===== config.mk =====
export PLATFORM = sky130hd
export DESIGN_NAME = eeiu_top
export DESIGN_NICKNAME = d
export VERILOG_FILES = /design/src/shared/eeiu_pkg.sv /design/src/verilog/eeiu_unit.sv /design/src/verilog/eeiu_top.sv
export SDC_FILE = /design/constraint.sdc
export NUM_CORES = 1
export LEC_CHECK = 0
export BUFFER_PORTS_ARGS = -buffer_cell sky130_fd_sc_hd__buf_4
export CORE_MARGIN = 2
export CORE_UTILIZATION = 57
export CTS_CLUSTER_SIZE = 10
export DETAILED_ROUTE_END_ITERATION = 8
export GPL_ROUTABILITY_DRIVEN = 0
export PLACE_DENSITY = 0.86
export SLEW_MARGIN = 10
export SYNTH_ARGS = -nofsm -noshare
export SYNTH_HDL_FRONTEND = slang
export SYNTH_SLANG_ARGS = --single-unit

===== constraint.sdc =====
create_clock -name clk_i -period 1.9 [get_ports clk_i]
set_clock_uncertainty 0.15 [all_clocks]
set_input_delay 0.38 -clock clk_i [delete_from_list [all_inputs] [get_ports clk_i]]
set_output_delay 0.38 -clock clk_i [all_outputs]
set_load 0.01 [all_outputs]

===== src/shared/eeiu_pkg.sv =====
// Purpose: shared constants and carriers for the edge interrupt unit
// Assumes: 8-bit register bus, one control register per unit
// Notes:   a channel field is a nibble: flag, select hi, select lo, enable
package eeiu_pkg;

  // ----------------------------------------------------------------
  // sizes
  // ----------------------------------------------------------------
  localparam int unsigned ADDR_W      = 8;
  localparam int unsigned DATA_W      = 8;
  localparam int unsigned NUM_UNITS   = 3;
  localparam int unsigned CH_PER_UNIT = 2;
  localparam int unsigned NUM_CH      = NUM_UNITS * CH_PER_UNIT;
  localparam int unsigned CH_FIELD_W  = 4;

  // ----------------------------------------------------------------
  // register offsets
  // ----------------------------------------------------------------
  localparam logic [ADDR_W-1:0] OFS_CTRL_UNIT1 = 8'h49;
  localparam logic [ADDR_W-1:0] OFS_CTRL_UNIT2 = 8'h4a;
  localparam logic [ADDR_W-1:0] OFS_CTRL_UNIT3 = 8'h4b;
  localparam logic [ADDR_W-1:0] OFS_PORT_LEVEL = 8'h4c;
  localparam logic [ADDR_W-1:0] OFS_IRQ_STATUS = 8'h4d;
  localparam logic [ADDR_W-1:0] OFS_IRQ_CLEAR  = 8'h4e;
  localparam logic [ADDR_W-1:0] OFS_IRQ_ENABLE = 8'h4f;

  // ----------------------------------------------------------------
  // field positions inside a channel nibble, reset values
  // ----------------------------------------------------------------
  localparam int unsigned FLD_ENABLE = 0;
  localparam int unsigned FLD_SEL_LO = 1;
  localparam int unsigned FLD_SEL_HI = 2;
  localparam int unsigned FLD_FLAG   = 3;
  localparam logic [DATA_W-1:0] CTRL_RESET = 8'h00;
  localparam logic [DATA_W-1:0] FLAG_MASK  = 8'h88;
  localparam logic [NUM_CH-1:0] CH_RESET   = 6'h00;

  // ----------------------------------------------------------------
  // types
  // ----------------------------------------------------------------
  typedef enum logic [1:0] {
    EDGE_NONE = 2'h0,
    EDGE_RISE = 2'h1,
    EDGE_FALL = 2'h2,
    EDGE_BOTH = 2'h3
  } eeiu_edge_sel_t;

  typedef struct packed {
    logic edge_flag_ch1;
    logic edge_select_ch1_hi;
    logic edge_select_ch1_lo;
    logic request_enable_ch1;
    logic edge_flag_ch0;
    logic edge_select_ch0_hi;
    logic edge_select_ch0_lo;
    logic request_enable_ch0;
  } eeiu_ctrl_t;

  typedef struct packed {
    logic [ADDR_W-1:0] addr;
    logic [DATA_W-1:0] wdata;
    logic              wr;
    logic              rd;
    logic              rmw;
  } eeiu_bus_req_t;

endpackage


===== src/verilog/eeiu_unit.sv =====
// Purpose: one unit: control register and two edge channels
// Assumes: pins synchronous to clk_i in timing only, sampled twice anyway
// Notes:   absent pins are masked to a constant low
`timescale 1ns/1ps
module eeiu_unit #(
  parameter logic [1:0] PIN_MASK = 2'h3
) (
  input  wire logic                     clk_i,
  input  wire logic                     reset_n_i,
  input  wire logic                     wr_i,
  input  wire logic [7:0]               wdata_i,
  input  wire logic [1:0]               pin_i,
  input  wire logic [1:0]               pin_is_input_i,
  output eeiu_pkg::eeiu_ctrl_t          ctrl_o,
  output logic      [1:0]               edge_o,
  output logic      [1:0]               req_o
);

  typedef struct packed {
    eeiu_pkg::eeiu_ctrl_t ctrl;
    logic [1:0]           sync1;
    logic [1:0]           sync2;
    logic [1:0]           prev;
  } eeiu_unit_state_t;

  localparam eeiu_unit_state_t UNIT_RESET = '0;

  eeiu_unit_state_t q;
  eeiu_unit_state_t d;
  logic [7:0]       cur_v;
  logic [7:0]       nxt_v;
  logic [1:0]       hit;

  function automatic logic edge_match(
    input logic [1:0] sel,
    input logic       was,
    input logic       now
  );
    case (eeiu_pkg::eeiu_edge_sel_t'(sel))
      eeiu_pkg::EDGE_RISE: edge_match = !was && now;
      eeiu_pkg::EDGE_FALL: edge_match = was && !now;
      eeiu_pkg::EDGE_BOTH: edge_match = was ^ now;
      default:             edge_match = 1'b0;
    endcase
  endfunction

  // ----------------------------------------------------------------
  // next state
  // ----------------------------------------------------------------
  always_comb
  begin
    d       = q;
    d.sync1 = pin_i & PIN_MASK;
    d.sync2 = q.sync1;
    d.prev  = q.sync2;
    cur_v   = q.ctrl;
    nxt_v   = cur_v;
    hit     = 2'h0;
    req_o   = 2'h0;
    for (int c = 0; c < 2; c++)
    begin
      // flag only reacts while the pin is an input
      hit[c] = edge_match(cur_v[c*4+eeiu_pkg::FLD_SEL_LO +: 2],
                          q.prev[c], q.sync2[c])
               && pin_is_input_i[c] && PIN_MASK[c];
      if (wr_i)
      begin
        nxt_v[c*4+eeiu_pkg::FLD_ENABLE] = wdata_i[c*4+eeiu_pkg::FLD_ENABLE];
        nxt_v[c*4+eeiu_pkg::FLD_SEL_LO +: 2] =
          wdata_i[c*4+eeiu_pkg::FLD_SEL_LO +: 2];
        if (!wdata_i[c*4+eeiu_pkg::FLD_FLAG])
        begin
          nxt_v[c*4+eeiu_pkg::FLD_FLAG] = 1'b0;
        end
      end
      // set beats a same-cycle clear so no edge is lost
      if (hit[c])
      begin
        nxt_v[c*4+eeiu_pkg::FLD_FLAG] = 1'b1;
      end
      req_o[c] = cur_v[c*4+eeiu_pkg::FLD_FLAG]
                 && cur_v[c*4+eeiu_pkg::FLD_ENABLE]
                 && pin_is_input_i[c];
    end
    d.ctrl = nxt_v;
  end

  assign edge_o = hit;
  assign ctrl_o = q.ctrl;

  // ----------------------------------------------------------------
  // state register
  // ----------------------------------------------------------------
  always_ff @(posedge clk_i)
  begin
    if (!reset_n_i)
    begin
      q <= UNIT_RESET;
    end
    else
    begin
      q <= d;
    end
  end

endmodule


===== src/verilog/eeiu_top.sv =====
// Purpose: edge interrupt block with three units and a register port
// Assumes: single-cycle strobes, read data valid the cycle after rd
// Notes:   reduced variant keeps units 2 and 3, one pin each
//
// Design decision made here: the plain strobed port.
`timescale 1ns/1ps
module eeiu_top #(
  parameter bit FULL_VARIANT = 1'b1
) (
  input  wire logic                   clk_i,
  input  wire logic                   reset_n_i,
  input  eeiu_pkg::eeiu_bus_req_t     bus_i,
  output logic [7:0]                  rdata_o,
  input  wire logic [5:0]             pin_level_i,
  input  wire logic [5:0]             pin_is_input_i,
  output logic [5:0]                  irq_req_o,
  output logic                        irq_o,
  output logic                        wake_o
);

  // ----------------------------------------------------------------
  // variant shape
  // ----------------------------------------------------------------
  // the reduced part drops unit 1 and the second pin of units 2 and 3
  localparam logic [2:0] UNIT_PRESENT = FULL_VARIANT ? 3'h7 : 3'h6;
  localparam logic [1:0] PIN_MASK_LO  = FULL_VARIANT ? 2'h3 : 2'h0;
  localparam logic [1:0] PIN_MASK_HI  = FULL_VARIANT ? 2'h3 : 2'h1;

  // ----------------------------------------------------------------
  // state
  // ----------------------------------------------------------------
  typedef struct packed {
    logic [7:0] rdata;
    logic [5:0] status;
    logic [5:0] enable;
    logic [5:0] port_latch;
  } eeiu_top_state_t;

  localparam eeiu_top_state_t TOP_RESET = '{
    rdata:      eeiu_pkg::CTRL_RESET,
    status:     eeiu_pkg::CH_RESET,
    enable:     eeiu_pkg::CH_RESET,
    port_latch: eeiu_pkg::CH_RESET
  };

  eeiu_top_state_t      q;
  eeiu_top_state_t      d;
  eeiu_pkg::eeiu_ctrl_t ctrl_v [3];
  logic [5:0]           events;
  logic [5:0]           unit_req;
  logic [2:0]           unit_wr;
  logic [5:0]           port_view;

  // ----------------------------------------------------------------
  // address decode
  // ----------------------------------------------------------------
  function automatic logic is_ctrl_addr(
    input logic [7:0] addr,
    input int unsigned u
  );
    case (u)
      0:       is_ctrl_addr = addr == eeiu_pkg::OFS_CTRL_UNIT1;
      1:       is_ctrl_addr = addr == eeiu_pkg::OFS_CTRL_UNIT2;
      2:       is_ctrl_addr = addr == eeiu_pkg::OFS_CTRL_UNIT3;
      default: is_ctrl_addr = 1'b0;
    endcase
  endfunction

  // ----------------------------------------------------------------
  // units
  // ----------------------------------------------------------------
  for (genvar u = 0; u < 3; u++)
  begin : g_unit
    assign unit_wr[u] = bus_i.wr && UNIT_PRESENT[u]
                        && is_ctrl_addr(bus_i.addr, u);

    eeiu_unit #(
      .PIN_MASK (u == 0 ? PIN_MASK_LO : PIN_MASK_HI)
    ) u_unit (
      .clk_i          (clk_i),
      .reset_n_i      (reset_n_i),
      .wr_i           (unit_wr[u]),
      .wdata_i        (bus_i.wdata),
      .pin_i          (pin_level_i[u*2 +: 2]),
      .pin_is_input_i (pin_is_input_i[u*2 +: 2]),
      .ctrl_o         (ctrl_v[u]),
      .edge_o         (events[u*2 +: 2]),
      .req_o          (unit_req[u*2 +: 2])
    );
  end

  // ----------------------------------------------------------------
  // port level view
  // ----------------------------------------------------------------
  // rmw reads see the stored value so a write-back cannot copy a live pin
  always_comb
  begin
    for (int i = 0; i < 6; i++)
    begin
      port_view[i] = (pin_is_input_i[i] && !bus_i.rmw)
                     ? pin_level_i[i] : q.port_latch[i];
    end
  end

  // ----------------------------------------------------------------
  // next state
  // ----------------------------------------------------------------
  always_comb
  begin
    d       = q;
    d.rdata = 8'h00;

    // read side
    if (bus_i.rd)
    begin
      for (int u = 0; u < 3; u++)
      begin
        if (UNIT_PRESENT[u] && is_ctrl_addr(bus_i.addr, u))
        begin
          d.rdata = bus_i.rmw ? (ctrl_v[u] | eeiu_pkg::FLAG_MASK)
                              : ctrl_v[u];
        end
      end
      case (bus_i.addr)
        eeiu_pkg::OFS_PORT_LEVEL:
        begin
          d.rdata = {2'h0, port_view};
        end
        eeiu_pkg::OFS_IRQ_STATUS:
        begin
          d.rdata = {2'h0, q.status};
        end
        eeiu_pkg::OFS_IRQ_ENABLE:
        begin
          d.rdata = {2'h0, q.enable};
        end
        default:
        begin
          d.rdata = d.rdata;
        end
      endcase
    end

    // write side
    if (bus_i.wr)
    begin
      case (bus_i.addr)
        eeiu_pkg::OFS_PORT_LEVEL:
        begin
          d.port_latch = bus_i.wdata[5:0];
        end
        eeiu_pkg::OFS_IRQ_CLEAR:
        begin
          d.status = q.status & ~bus_i.wdata[5:0];
        end
        eeiu_pkg::OFS_IRQ_ENABLE:
        begin
          d.enable = bus_i.wdata[5:0];
        end
        default:
        begin
          d.status = q.status;
        end
      endcase
    end

    // a new edge wins over a clear in the same cycle
    d.status = d.status | events;
  end

  // ----------------------------------------------------------------
  // state register
  // ----------------------------------------------------------------
  always_ff @(posedge clk_i)
  begin
    if (!reset_n_i)
    begin
      q <= TOP_RESET;
    end
    else
    begin
      q <= d;
    end
  end

  // ----------------------------------------------------------------
  // outputs
  // ----------------------------------------------------------------
  assign rdata_o   = q.rdata;
  assign irq_req_o = unit_req;
  // wake is a plain level so it needs no clock to be seen in standby
  assign wake_o    = |unit_req;
  assign irq_o     = |(q.status & q.enable);

endmodule


=== Word level (Yosys, flattened, before mapping) ===
Cells that the tools add are included.
W data, S select, Z words.

* Output and inout bits: 16
* Register bits after elaboration: 68
* Logic and storage cells: 187

* Multiplexer cells: 40
* Bitwise logic cells: 10
* Eq/ne operators: 31
* Reductions and logical operators: 69

{| class="wikitable"
|+ Operators with widths
! kind !! number
|-
| $eq A8 B7 Y1 const B || 7
|-
| $mux W8 || 6
|-
| $logic_and A1 B1 Y1 || 39
|-
| $eq A2 B2 Y1 const B || 12
|-
| $mux W4 || 6
|-
| $pmux W8 S3 || 1
|-
| $mux W18 || 1
|-
| $mux W6 || 3
|-
| $pmux W1 S3 || 6
|-
| $reduce_and A2 Y1 || 9
|-
| $mux W1 || 17
|-
| $logic_not A1 Y1 || 13
|-
| $and A6 B6 Y6 || 2
|-
| $eq A2 B1 Y1 const B || 6
|-
| $ne A2 B1 Y1 const B || 6
|-
| $reduce_bool A2 Y1 || 6
|-
| $reduce_or A6 Y1 || 2
|-
| $not A6 Y6 || 1
|-
| $or A6 B6 Y6 || 1
|-
| $xor A1 B1 Y1 || 6
|}

=== Logic depth before layout (Yosys ltp) ===
* Depth after elaboration: 6
* Gate-level depth with buffers: 7

=== Modules after synthesis ===
Synthesis repeated with hierarchy kept, for this count alone.

* Cell total of the unflattened synthesis: 397
* Area total of the unflattened synthesis: 3598.5 µm²

{| class="wikitable"
|+ By module, submodules not included
! module !! cells an instance !! area an instance (µm²) !! sequential area each (µm²) !! times used
|-
| eeiu_unit || 73 || 685.7 || 280.3 || 3
|-
| eeiu_top || 178 || 1541.5 || 520.5 || 1
|}

=== Worst setup path after synthesis ===
Ideal clock, no wire load.

* Kind: in2reg
* From: input port bus_i[18] (netlist bit)
* To: register q[12] (netlist bit)
* Path buffers: 2
* Path slack: 0.316 ns
* Required time: 1.634 ns
* Stages on the path: 6
* Data arrival time: 1.318 ns
* Setup time: 0.116 ns
* Cells stage by stage: and3b_1 -> clkbuf_2 -> and2_4 -> buf_4 -> nand4_1 -> a31o_2

* Longest elaborated chain between the ends: 4

{| class="wikitable"
|+ RTL lines
! what !! line !! source
|-
| start, declared || eeiu_top.sv:12 || <nowiki>input eeiu_pkg::eeiu_bus_req_t bus_i,</nowiki>
|-
| $eq A8 B7 Y1 || eeiu_top.sv:147 || <nowiki>case (bus_i.addr)</nowiki>
|-
| $mux W6 || eeiu_top.sv:147 ||
|-
| $mux W18 || eeiu_top.sv:145 || <nowiki>if (bus_i.wr)</nowiki>
|-
| $or A6 B6 Y6 || eeiu_top.sv:168 || <nowiki>d.status = d.status | events;</nowiki>
|-
| end signal, assigned || eeiu_top.sv:178 || <nowiki>q <= TOP_RESET;</nowiki>
|-
| end signal, assigned || eeiu_top.sv:182 || <nowiki>q <= d;</nowiki>
|-
| end, declared || eeiu_top.sv:46 || <nowiki>eeiu_top_state_t q;</nowiki>
|}

Every way passes these cells.
A chain may end at the register's enable or synchronous reset.

=== Worst setup path in the final report ===
* From: register g_unit[0].u_unit.q, in the netlist g_unit[0].u_unit.ctrl_o[0]
* To: output port wake_o

* Longest elaborated chain between the ends: 3

{| class="wikitable"
|+ RTL lines
! what !! line !! source
|-
| start, declared || eeiu_unit.sv:28 || <nowiki>eeiu_unit_state_t q;</nowiki>
|-
| start signal, assigned || eeiu_unit.sv:98 || <nowiki>q <= UNIT_RESET;</nowiki>
|-
| start signal, assigned || eeiu_unit.sv:102 || <nowiki>q <= d;</nowiki>
|-
| $logic_and A1 B1 Y1 || eeiu_unit.sv:82 || <nowiki>&& cur_v[c*4+eeiu_pkg::FLD_ENABLE]</nowiki>
|-
| $logic_and A1 B1 Y1 || eeiu_unit.sv:83 || <nowiki>&& pin_is_input_i[c];</nowiki>
|-
| $reduce_or A6 Y1 || eeiu_top.sv:192 || <nowiki>assign wake_o = |unit_req;</nowiki>
|-
| end, declared || eeiu_top.sv:18 || <nowiki>output logic wake_o</nowiki>
|}

Every way passes these cells.

==> results.toml <==
[synthesis]
synth_edf_count = 0
ys_ff_latch = 68
synth_cell_types = 37
synth_compound_gate_area_share_pct = 17.5
synth_xor_area_share_pct = 0
synth_mux_area_share_pct = 5.94
synth_top_family_by_area = "simple AND/OR/NAND/NOR gates"
syn_area_um2 = 3270
yosys_warnings = 0
synthAdderAreaFrac_pct = 4.60
async_flop_share_pct = 0
synth_ff_type = "dfxtp_1"
synth_cells = 360
avgSynthCellArea_um2 = 9.07
synth_nets = 405
yosysSeqAreaShare_pct = 41.7
yosys.area_share.simple_pct = 23.0

[critical_path]
cp_slowest_cell = "dfxtp_1"
cp_top_family = "simple AND/OR/NAND/NOR gates"
r2r_start = "g_unit[2].u_unit.d[0]"
arrival_ns = 1.27
reg2reg_slack_ns = 0.33
critPathMaxStageDelay_ns = 0.33
crit_buf_inv = 1
critPathMaxFanout = 3
cp-start-kind = "flip-flop"
r2r_cells = 6
endpoint_kind = "output pin"
cp.depth = 4
path_cells = "and3_1 > nor2_2 > nand3_1 > buf_4"
worst_r2r_endpoint = "g_unit[2].u_unit.ctrl_o[3]"
critical_path_class = "reg -> out"
crit_required_ns = 1.37

[drt]
drt-total-wl_um = 8500
first_pass_iters = 6
viasPerCell = 6.05
drt_iter0_drc = 346
avgRoutedWirePerCell_um = 17.8
ant_nets = 0
drc = 0
num_vias = 2890

[timing]
rsz0062_at_grt = "no"
hold_viol_final = 0
setup_slack_ns = 0.103
period_minus_slack_ns = 1.80
max_slew_margin_pct = 68.1
max_freq_mhz = 557
slew_violations = 0
setup_viol = 0
tightest_slew_ns = 0.477
setup_tns_ns = 0
min_period_over_period_pct = 94.6

[placed_design]
post-place-ws_ns = 0.0127
dpl.hpwl_um = 6230
io_buffers = 48

[die]
fp-row-count = 27
die-area_um2 = 6350
ios = 49
core-area_um2 = 5510
start_util_pct = 59.3
die_y_um = 79.7
die_w_um = 79.7

[pwr]
leakagePower_uw = 0.00159
switching_share_pct = 23.6
intPower_uw = 2280
p_clk_share_pct = 43.4
p_switching_uw = 703
seqPwrFrac_pct = 48.6
combPwrFrac_pct = 8.1
ir_drop_v = 0.000470
cellPowerDensity_nw_per_um2 = 775

[worst_hold_path]
min_from = "pin_level_i[3]"
whs_endpoint = "g_unit[1].u_unit.d[3]"
whs_path_depth = 2
hold_path_class = "in -> reg"

[finish]
drive_above_1_share_pct = 22.4
nFillCells = 438
synthToLayoutAreaGrowth_pct = 17.8
fin_util_pct = 69.9
diodes = 0
final_net_count = 446

[grt]
grtUsageTotal_pct = 27.9
grt-ovfl-total = 0
grt_pass1_vias = 2665
grt_pass1_wl_um = 13200
antenna_found_initial = 0
grt_start_max_net_pins = 38

[cts]
numCtsBuffers = 9
clockBufferDepth = 2
clk_latency_ns = 0.36
cts_htree_levels = 3
clkSinkCount = 68
postCtsHoldBufs = 0
cts_root_buf = "clkbuf_8"
cts_tree = "yes"
path_clk_slew_ns = 0.08

[run]
drv_cap = 0

[status]
status = "completed"
==> power by group through the flow <==
stage               Combinational (uW)  Sequential, uW  Clock (uW)
floorplan                          134            1480           0
global placement                   230            1480           0
detailed placement                 235            1480           0
CTS                                236            1450        1300
global route                       261            1450        1370
finish                             241            1450        1290
==> final cells by class <==
type                            count  area [um2]  area share, %
Clock inverter                      7        91.3           2.37
Tap cell                           72        90.1           2.34
Timing Repair Buffer               62         465           12.1
Clock buffer                        9         124           3.22
Multi-Input combinational cell    247        1670           43.4
Inverter                           13        48.8           1.27
Sequential cell                    68        1360           35.4
==> state kept, by name, summed over array words and instances, names as in the netlist <==
name / flops
g_unit.u_unit.ctrl_o: 24
g_unit.u_unit.d: 12
g_unit.u_unit.q: 6
rdata_o: 8
q: 18
==> per-layer routing <==
layer / wire (um) / vias up / GRT usage [%]
met4: 280 / 0 / 16.7
met5: 0 / - / 0
met2: 4010 / 133 / 43.2
met3: 649 / 27 / 5.43
li1: - / 1367 / -
met1: 3570 / 1363 / 35.8
==> synth_stat cells (9+ instances only) <==
cell type,count,area share [%]
mux2i_1,16,4.9
and2_1,18,3.4
o21ai_0,31,4.7
inv_1,13,1.5
nand4_1,10,1.9
a22o_1,11,2.9
buf_2,10,1.5
nor2b_1,20,3.8
buf_4,11,2.5
nor2_1,9,1.0
nand3_1,27,4.1
ha_1,12,4.6
nand2_1,22,2.5
dfxtp_1,68,42
==> kinds of logic (layout without fill, tap and decap cells) <==
kind of cell,count (synthesis),in the layout
buffers and inverters,45,91
AOI/OAI and AO/OA,84,84
and+or+nand+nor,132,132
muxes,19,19
DFF,68,68
adders and majority gates,12,12
==> repair_timing <==
action	CTS	global route
buffers inserted	0	0
endpoints found under the setup margin	0	1
endpoints found under the hold margin	0	0
gates resized for setup	0	1
==> worst max-delay path by stage <==
stage,start,end,slack [ns]
2_1_floorplan,bus_i[18],q[12],0.32
3_3_place_gp,bus_i[13],g_unit[0].u_unit.ctrl_o[3],0.06
3_5_place_dp,bus_i[13],g_unit[0].u_unit.ctrl_o[3],0.01
4_1_cts,g_unit[0].u_unit.ctrl_o[0],wake_o,0.05
5_1_grt,g_unit[0].u_unit.ctrl_o[0],wake_o,0.04
6_report,g_unit[0].u_unit.ctrl_o[0],wake_o,0.10
==> layout by cell type, fill, tap and decap left out, types with 7 or more instances in the layout <==
| cell | synthesis | routed |
|---|---|---|
| dfxtp_1 | 68 | 68 |
| buf_4 | 11 | 62 |
| o21ai_0 | 31 | 31 |
| nand3_1 | 27 | 27 |
| nand2_1 | 22 | 22 |
| nor2b_1 | 20 | 20 |
| and2_1 | 18 | 18 |
| mux2i_1 | 16 | 16 |
| inv_1 | 13 | 13 |
| ha_1 | 12 | 12 |
| a22o_1 | 11 | 11 |
| nand4_1 | 10 | 10 |
| clkbuf_8 | 0 | 9 |
| nor2_1 | 9 | 8 |
| nand2b_1 | 7 | 7 |
==> stage by stage <==
step	hold slack, ns	power [uW]	instance area (um2)	instances
final	0.0837	2980	3850	478
after global routing	0.0891	3080	3850	478
after CTS	0.0803	2990	3850	478
after detailed placement	0.276	1720	3630	462
after global placement	0.264	1710	3630	462
after floorplan	0.262	1610	3270	360
Power figures use the tool's default switching activity.
